`config.mk`:
```
export PLATFORM = sky130hd
export DESIGN_NAME = pss_power_state_sequencer
export DESIGN_NICKNAME = d
export VERILOG_FILES = /design/src/pss_pkg.sv /design/src/pss_power_state_sequencer.sv
export VERILOG_INCLUDE_DIRS = /design/src
export SDC_FILE = /design/constraint.sdc
export NUM_CORES = 1
export LEC_CHECK = 0
export BUFFER_PORTS_ARGS = -buffer_cell sky130_fd_sc_hd__buf_4
export CORE_ASPECT_RATIO = 0.7
export CORE_UTILIZATION = 57
export DETAILED_ROUTE_END_ITERATION = 8
export PLACE_DENSITY = 0.86
export REMOVE_ABC_BUFFERS = 1
export SYNTH_ARGS = -nofsm -noshare
export SYNTH_HDL_FRONTEND = slang
export SYNTH_SLANG_ARGS = --single-unit
```
`constraint.sdc`:
```
create_clock -name clk -period 3.1 [get_ports clk]
set_input_delay 0 -clock clk [delete_from_list [all_inputs] [get_ports clk]]
set_output_delay 0 -clock clk [all_outputs]
set_load 0.1 [all_outputs]
```
`src/pss_regs.svh`:
```
// timing constants and behaviour summary for the power state sequencer
// Behaviour
// RL1 - chip enable high: full power, all clocks running, host interface accepted
// RL2 - chip enable low: power-down, lowest consumption, every external event ignored
// RL3 - chip enable low pulses under 3.4 us leave the energy state unchanged
// RL4 - slightly longer low pulse resets internal state; longer one enters power-down
// RL5 - power-down puts general-purpose and interface-select pads into high impedance
// RL6 - leaving power-down starts from fully reset state, no context kept
// RL7 - interface-select pins sampled only at boot; later changes ignored
// RL8 - host keeps pad supply and select pins stable by chip enable high
// RL9 - with chip enable on battery, supplies and selects settle within 100 us
// RL10 - ready for operation under 1 ms after inputs are stable
// RL11 - standby keeps chip enable high and whole internal state intact
// RL12 - standby left on host activity, polling or card/field detection
// RL13 - ramp-up and standby run control logic from the 125 kHz oscillator
// RL14 - PLL derives the 13.56 MHz system clock from crystal or external reference
// RL15 - external reference 13.15 to 52 MHz on crystal input, else 27.12 MHz crystal
// RL16 - delta-sigma modulator supplies the fractional-N PLL division word
// RL17 - host drops chip enable before battery falls below its minimum
// RL18 - chip enable synchronised and low time measured on the free-running clock; here both advance only on clk edges with clkEn high
`ifndef PSS_REGS_SVH
`define PSS_REGS_SVH
`define PSS_CLK_MHZ 250
`define PSS_IGNORE_TIME_NS 3400
`define PSS_IGNORE_CYC ((`PSS_IGNORE_TIME_NS*`PSS_CLK_MHZ+999)/1000)
`define PSS_PD_TIME_NS 20000
`define PSS_PD_CYC ((`PSS_PD_TIME_NS*`PSS_CLK_MHZ+999)/1000)
`define PSS_LPO_KHZ 125
`define PSS_LPO_DIV (`PSS_CLK_MHZ*1000/`PSS_LPO_KHZ)
`define PSS_READY_TIME_US 1000
`define PSS_READY_TICKS (`PSS_READY_TIME_US*`PSS_LPO_KHZ/1000)
`define PSS_WAKE_POLL_BIT 0
`define PSS_WAKE_DETECT_BIT 1
`endif
```
`src/pss_pkg.sv`:
```
// types shared by the power state sequencer
package pss_pkg;
  typedef enum logic [5:0] {
    PSS_ST_PD      = 6'h01,
    PSS_ST_RESET   = 6'h02,
    PSS_ST_RAMP    = 6'h04,
    PSS_ST_ACTIVE  = 6'h08,
    PSS_ST_STANDBY = 6'h10,
    PSS_ST_WAKE    = 6'h20
  } pss_state_e;
  typedef logic [2:0] pss_wake_t;
endpackage

```
`src/pss_power_state_sequencer.sv`:
```
// energy state, boot and clock source control driven by chip enable
`timescale 1ns/1ps
`include "pss_regs.svh"
module pss_power_state_sequencer #(
  parameter int unsigned PD_LOW_CYC = `PSS_PD_CYC,
  // ticks of the low-power clock before ready; at most 256
  parameter int unsigned READY_TICKS = `PSS_READY_TICKS
) (
  input wire logic clk,
  input wire logic arst_n,
  input wire logic clkEn,
  input wire logic chipEnableIn,
  input wire logic ifaceSelectBit1,
  input wire logic ifaceSelectBit2,
  input wire logic hostActivity,
  input wire logic pollEvent,
  input wire logic lowPowerCardDetect,
  input wire logic lowPowerFieldDetect,
  input wire logic [1:0] wakeSrcEn,
  input wire logic standbyReq,
  input wire logic pllLock,
  input wire logic extRefReq,
  input wire logic [7:0] gpioOeReq,
  input wire logic [15:0] dsmFrac,
  input wire logic [7:0] dsmInt,
  output pss_pkg::pss_state_e stateOut,
  output logic coreRstN,
  output logic supplyEn,
  output logic lowPowerOscTick,
  output logic crystalOscEn,
  output logic extRefSel,
  output logic pllEn,
  output logic sysClkSelPll,
  output logic hostIfaceEn,
  output logic [1:0] ifaceSel,
  output logic sifPadEn,
  output logic [7:0] gpioOe,
  output logic readyOut,
  output logic wakeEvent,
  output pss_pkg::pss_wake_t wakeCause,
  output logic [7:0] pllDivN
);
  import pss_pkg::*;

  localparam logic [15:0] IGN_CYC = 16'(`PSS_IGNORE_CYC);
  localparam logic [15:0] PD_CYC = 16'(PD_LOW_CYC);
  localparam logic [10:0] LPO_LAST = 11'(`PSS_LPO_DIV - 1);
  localparam logic [7:0] READY_LAST = 8'(READY_TICKS - 1);

  // chip enable input side
  logic ceMeta_reg;
  logic ceSync_reg;
  logic [15:0] lowCnt_reg;
  logic [15:0] lowCnt_next;
  logic [10:0] lpoCnt_reg;
  logic [10:0] lpoCnt_next;
  logic lpoTick_next;

  // filter runs on clk gated by clkEn, not the pll
  always_comb begin
    lowCnt_next = lowCnt_reg;
    if (ceSync_reg) begin
      lowCnt_next = 16'h0000; // RL18
    end else if (lowCnt_reg != 16'hffff) begin
      lowCnt_next = lowCnt_reg + 16'h0001; // RL18
    end
    lpoTick_next = (lpoCnt_reg == LPO_LAST);
    lpoCnt_next = lpoTick_next ? 11'h000 : lpoCnt_reg + 11'h001;
  end

  always_ff @(posedge clk or negedge arst_n) begin
    if (!arst_n) begin
      ceMeta_reg <= 1'b0;
      ceSync_reg <= 1'b0;
      lowCnt_reg <= 16'h0000;
      lpoCnt_reg <= 11'h000;
      lowPowerOscTick <= 1'b0;
    end else if (clkEn) begin
      ceMeta_reg <= chipEnableIn; // RL18
      ceSync_reg <= ceMeta_reg;
      lowCnt_reg <= lowCnt_next;
      lpoCnt_reg <= lpoCnt_next;
      lowPowerOscTick <= lpoTick_next; // RL13
    end
  end

  // pulse classification: reset from the low time just ended, power-down while still low
  logic lowEnded;
  logic resetPulse;
  logic pdHit;
  assign lowEnded = ceSync_reg && (lowCnt_reg != 16'h0000);
  // short pulses fall through and change nothing
  assign resetPulse = lowEnded && (lowCnt_reg >= IGN_CYC) &&
                      (lowCnt_reg < PD_CYC); // RL3 RL4
  assign pdHit = !ceSync_reg && (lowCnt_reg >= PD_CYC); // RL4

  // state machine and its registered outputs
  pss_state_e state_reg;
  pss_state_e state_next;
  logic boot_reg;
  logic boot_next;
  logic [7:0] readyCnt_reg;
  logic [7:0] readyCnt_next;
  logic [1:0] ifaceSel_next;
  logic wakeAny;
  pss_wake_t cause;
  pss_wake_t wakeCause_next;
  logic coreRstN_next;
  logic supplyEn_next;
  logic xoEn_next;
  logic extRef_next;
  logic pllEn_next;
  logic clkSel_next;
  logic hostEn_next;
  logic sifEn_next;
  logic [7:0] gpioOe_next;
  logic ready_next;
  logic wakeEvent_next;

  always_comb begin
    cause = {(lowPowerCardDetect | lowPowerFieldDetect) &
               wakeSrcEn[`PSS_WAKE_DETECT_BIT],
             pollEvent & wakeSrcEn[`PSS_WAKE_POLL_BIT],
             hostActivity}; // RL12
    wakeAny = |cause;
    state_next = state_reg;
    boot_next = boot_reg;
    readyCnt_next = readyCnt_reg;
    ifaceSel_next = ifaceSel;
    wakeCause_next = wakeCause;
    wakeEvent_next = 1'b0;
    unique case (state_reg)
      PSS_ST_PD: begin
        // nothing but chip enable is looked at here
        if (ceSync_reg) begin
          state_next = PSS_ST_RESET; // RL2
          boot_next = 1'b1;
        end
      end
      PSS_ST_RESET: begin
        state_next = PSS_ST_RAMP;
        readyCnt_next = 8'h00;
        if (boot_reg) begin
          // host has these stable by now
          ifaceSel_next = {ifaceSelectBit2, ifaceSelectBit1}; // RL7 RL8 RL9
          boot_next = 1'b0;
        end
      end
      PSS_ST_RAMP: begin
        if (lpoTick_next && readyCnt_reg != READY_LAST) begin
          readyCnt_next = readyCnt_reg + 8'h01; // RL13
        end
        if (readyCnt_reg == READY_LAST && pllLock) begin
          state_next = PSS_ST_ACTIVE; // RL10
        end
      end
      PSS_ST_ACTIVE: begin
        if (standbyReq) begin
          state_next = PSS_ST_STANDBY;
        end
      end
      PSS_ST_STANDBY: begin
        if (wakeAny) begin
          state_next = PSS_ST_WAKE; // RL12
          wakeCause_next = cause;
          wakeEvent_next = 1'b1;
        end
      end
      PSS_ST_WAKE: begin
        // no reset on this path: context survives standby
        if (pllLock) begin
          state_next = PSS_ST_ACTIVE; // RL11
        end
      end
      default: begin
        state_next = PSS_ST_PD;
      end
    endcase
    // chip enable overrides everything but a short glitch
    if (state_reg != PSS_ST_PD) begin
      if (pdHit) begin
        state_next = PSS_ST_PD; // RL2 RL4
        wakeEvent_next = 1'b0;
      end else if (resetPulse) begin
        state_next = PSS_ST_RESET; // RL4
        wakeEvent_next = 1'b0;
      end
    end
    if (state_next == PSS_ST_PD) begin
      wakeCause_next = 3'h0; // RL6
    end
    supplyEn_next = (state_next != PSS_ST_PD); // RL2
    coreRstN_next = !(state_next == PSS_ST_PD ||
                      state_next == PSS_ST_RESET); // RL6
    pllEn_next = (state_next == PSS_ST_RAMP ||
                  state_next == PSS_ST_ACTIVE ||
                  state_next == PSS_ST_WAKE); // RL13 RL14
    xoEn_next = pllEn_next && !extRefReq; // RL15
    extRef_next = pllEn_next && extRefReq; // RL15
    clkSel_next = (state_next == PSS_ST_ACTIVE); // RL1 RL13
    hostEn_next = (state_next == PSS_ST_ACTIVE); // RL1
    ready_next = (state_next == PSS_ST_ACTIVE); // RL10
    sifEn_next = (state_next != PSS_ST_PD); // RL5
    // general-purpose pads stay released in power-down, reset and ramp
    gpioOe_next = 8'h00;
    if (state_next == PSS_ST_ACTIVE || state_next == PSS_ST_STANDBY ||
        state_next == PSS_ST_WAKE) begin
      gpioOe_next = gpioOeReq;
    end
  end

  always_ff @(posedge clk or negedge arst_n) begin
    if (!arst_n) begin
      state_reg <= PSS_ST_PD;
      stateOut <= PSS_ST_PD;
      boot_reg <= 1'b0;
      readyCnt_reg <= 8'h00;
      ifaceSel <= 2'h0;
      wakeCause <= 3'h0;
      wakeEvent <= 1'b0;
      coreRstN <= 1'b0;
      supplyEn <= 1'b0;
      crystalOscEn <= 1'b0;
      extRefSel <= 1'b0;
      pllEn <= 1'b0;
      sysClkSelPll <= 1'b0;
      hostIfaceEn <= 1'b0;
      sifPadEn <= 1'b0;
      gpioOe <= 8'h00;
      readyOut <= 1'b0;
    end else if (clkEn) begin
      state_reg <= state_next;
      stateOut <= state_next;
      boot_reg <= boot_next;
      readyCnt_reg <= readyCnt_next;
      ifaceSel <= ifaceSel_next;
      wakeCause <= wakeCause_next;
      wakeEvent <= wakeEvent_next;
      coreRstN <= coreRstN_next;
      supplyEn <= supplyEn_next;
      crystalOscEn <= xoEn_next;
      extRefSel <= extRef_next;
      pllEn <= pllEn_next;
      sysClkSelPll <= clkSel_next;
      hostIfaceEn <= hostEn_next;
      sifPadEn <= sifEn_next;
      gpioOe <= gpioOe_next; // RL5
      readyOut <= ready_next;
    end
  end

  // first-order delta-sigma: carry dithers the integer divide
  logic [15:0] dsmAcc_reg;
  logic [15:0] dsmAcc_next;
  logic [7:0] pllDivN_next;
  logic [16:0] dsmSum;

  always_comb begin
    dsmSum = {1'b0, dsmAcc_reg} + {1'b0, dsmFrac};
    dsmAcc_next = dsmAcc_reg;
    pllDivN_next = pllDivN;
    if (pllEn) begin
      dsmAcc_next = dsmSum[15:0]; // RL16
      pllDivN_next = dsmInt + {7'h00, dsmSum[16]}; // RL16 RL14
    end else begin
      // restart from a known phase on every pll power-up
      dsmAcc_next = 16'h0000;
      pllDivN_next = dsmInt;
    end
  end

  always_ff @(posedge clk or negedge arst_n) begin
    if (!arst_n) begin
      dsmAcc_reg <= 16'h0000;
      pllDivN <= 8'h00;
    end else if (clkEn) begin
      dsmAcc_reg <= dsmAcc_next;
      pllDivN <= pllDivN_next;
    end
  end
endmodule // pss_power_state_sequencer

```
==> run summary <==
### CTS
* **CTS Buf Count** 9
* **H-tree depth reported by CTS** 3
* **Clock Latency Late Sink** 0.34 ns
* **total setup buffers inserted after CTS** 0
* **clock tree from TritonCTS** built
* **clock sinks** 89
* **clock slew at the register clock pins of the worst setup and hold paths** 0.07 ns
* **library cell used as clock root buffer** clkbuf_16
* **maximum count of clock buffers along a single path** 2

### Worst setup path
* **worst endpoint data arrival time** 3.19 ns
* **critical path startpoint category** register
* **data required time of the worst path** 3.29 ns
* **Crit Path Class** reg2reg
* **worst-path maximum fanout** 4
* **kind of capture point of the worst setup path** register

### Final layout
* **net count reported at finish** 686
* **area of all placed cells without fillers** 0.006264 mm2
* **utilization of the core after routing** 73.27%
* **share of post-route cells with drive strength above 1** 19.87%
* **signed area change from the synthesized netlist to the final layout** 22.97%
* **diode count** 0
* **non-filler cells, final** 739

### Synthesis
* **share of Yosys cell area claimed by the top area cell type** 43.23%
* **yosys synthesis warning count** 0
* **post-synthesis cell area** 0.005094 mm2
* **Avg Synthesized Cell Area** 9.777 um2
* **top flip-flop cell by instance count after synthesis** dfrtp_1
* **most common cell in the synthesized netlist** dfrtp_1
* **EDFF count, synth** 0
* **number of cells produced by synthesis** 521
* **cell type with the largest total area after synthesis** dfrtp_1
* **sequential-to-total area share from yosys stat** 43.75%
* **leading post-synthesis cells by instance count** dfrtp_1, nor2_1, nand2_1
* **distinct cell type count of the synthesized netlist** 66
* **Synth Register Bits** 89
* **Synth area leaders** dfrtp_1, ha_1, xor2_1
* **ys async rst share** 100.0%

### Die
* **starting density of the core** 59.59%
* **Die H** 81.09 um
* **io pins** 85
* **die footprint** 0.009324 mm2
* **Core Rows** 28
* **placeable core region** 0.008548 mm2
* **width of the chip** 115.0 um

### STA
* **transition time at the pin with the least slew margin** 0.9664 ns
* **final count of pins violating max slew** 0
* **crit share post-route** 96.83%
* **Slew HR** 35.57%
* **Hold Worst Slack** 0.01066 ns
* **accumulated negative setup slack** 0 ns
* **final setup violation count** 0
* **Setup Skew** 0.01112 ns
* **total count of hold-check failures in the final report** 0
* **maximum clock frequency** 333.1 MHz
* **min cycle time layout** 3.002 ns

### Flow run
* **Max-Cap Viols** 0

### Placement
* **post-detail-place hpwl** 8.700 mm
* **number of port buffers** 84
* **placed cell count** 706
* **placer congestion estimate** 0.8978
* **standard cell area after detailed placement** 0.005796 mm2

### Global routing
* **global-route wire length before repair** 20.88 mm
* **antenna violations before repair** 0
* **number of global-route vias before repair** 4429
* **maximum number of pins on one net before global-route repair** 78
* **total congestion overflow after global routing** 0
* **Total Routing Usage GR** 28.95%

### Drt
* **routed length on met2** 5.919 mm
* **detailed-route via count** 4500
* **ratio of routed vias to standard cells** 6.089
* **Routed wire per std cell** 17.12 um
* **post-route ant nets** 0
* **met3 WL** 780 um
* **highest metal layer with signal wires** met4
* **Routed WL** 12.65 mm
* **number of optimization iterations in the first detailed-route pass** 5
* **number of DRC violations after detailed-routing iteration 0** 380
* **DRC violations left** 0
* **routed metal-1 wirelength** 5.719 mm

### Pwr
* **static leakage** 0.002865 uW
* **peak ir drop on the vdd network** 0.3626 mV
* **P per Cell Area** 623.8 mW/mm2

### Outcome
* **result of the run** finished clean

### Min path
* **Tightest Hold Check Type** in2reg

cell type report:
type / instances / area, um2
clock buffer: 11 / 232.7
clock inverter: 5 / 56.30
fill: 669 / 2285
inverter: 26 / 97.59
multi-input combinational: 384 / 2675
sequential: 89 / 2228
tap: 120 / 150.1
timing repair buffer: 104 / 823.3
power breakdown:
part           switching, uW  leakage [uW]  internal (uW)  total [uW]
Sequential               180       0.00119           1320        1500
Combinational            917       0.00154            417        1330
Clock                    453      0.000139            624        1080
Total                   1550       0.00286           2360        3910
layout by cell type, fill, tap and decap left out, types with 11 or more instances in the layout:
cell / n
nand4_1: 20
o21ai_0: 25
xnor2_1: 16
nand3_1: 19
a21o_1: 11
o2bb2ai_1: 16
dfrtp_1: 88
nor2_1: 39
dlygate4sd3_1: 17
inv_1: 25
xor2_1: 18
buf_4: 87
ha_1: 24
nand2_1: 33
a21oi_1: 30
stage by stage:
| step | total power [uW] | setup slack, ns |
|---|---|---|
| after floorplan | 2437 | 0.3386 |
| after global placement | 2752 | 0.2518 |
| after detailed placement | 2806 | 0.08927 |
| after CTS | 3913 | 0.06470 |
| after global routing | 4084 | -0.02328 |
| final | 3907 | 0.09828 |
worst paths after layout:
| kind | end | start | slack, ns | cells past startpoint |
|---|---|---|---|---|
| setup reg to reg | pllDivN[4]$_DFFE_PN0P_ | dsmAcc_reg[0]$_DFFE_PN0P_ | 0.1 | 13 |
| min in group asynchronous | gpioOe[4]$_DFFE_PN0P_ | arst_n | 0.35 | 2 |
| setup / recovery | pllDivN[4]$_DFFE_PN0P_ | dsmAcc_reg[0]$_DFFE_PN0P_ | 0.1 | 13 |
| max in group asynchronous | ifaceSel[0]$_DFFE_PN0P_ | arst_n | 2.00 | 3 |
| hold / removal | pllDivN[1]$_DFFE_PN0P_ | dsmInt[1] | 0.01 | 3 |
| hold reg to reg | coreRstN$_DFFE_PN0P_ | coreRstN$_DFFE_PN0P_ | 0.49 | 2 |
routing by layer:
layer | up-vias | GRT usage [%]
met5 | - | 0
met4 | 0 | 9.740
met3 | 30 | 5.896
met2 | 191 | 47.41
met1 | 2169 | 38.76
li1 | 2110 | -
what timing repair did:
action / in CTS / in global routing
hold buffers: 17 / 0
resized for setup: 0 / 2
hold endpoints to repair: 92 / 0
endpoints found under the setup margin: 0 / 4
cells by family (layout without fill, tap and decap cells):
family / count (synthesis) / in the layout / share of synthesized area, %
adders and majority gates: 25 / 25 / 6.288
muxes: 12 / 12 / 2.530
buffers and inverters: 48 / 146 / 3.906
xor gates and xnor gates: 34 / 34 / 5.846
and+or+nand+nor: 172 / 172 / 18.10
AOI/OAI and AO/OA: 141 / 141 / 19.58
DFF: 89 / 89 / 43.75
critical path: stages, from the launching register on:
cell and delay [ns]:
dfrtp_1 0.38, ha_1 0.21, fa_1 0.42, a21o_1 0.19, a21oi_2 0.18, o21a_1 0.21
o31ai_2 0.11, a211oi_1 0.24, o21bai_1 0.09, ha_1 0.21, ha_1 0.22, nand4_1 0.12
xor2_1 0.16, a21oi_1 0.10
Power figures use the tool's default switching activity.
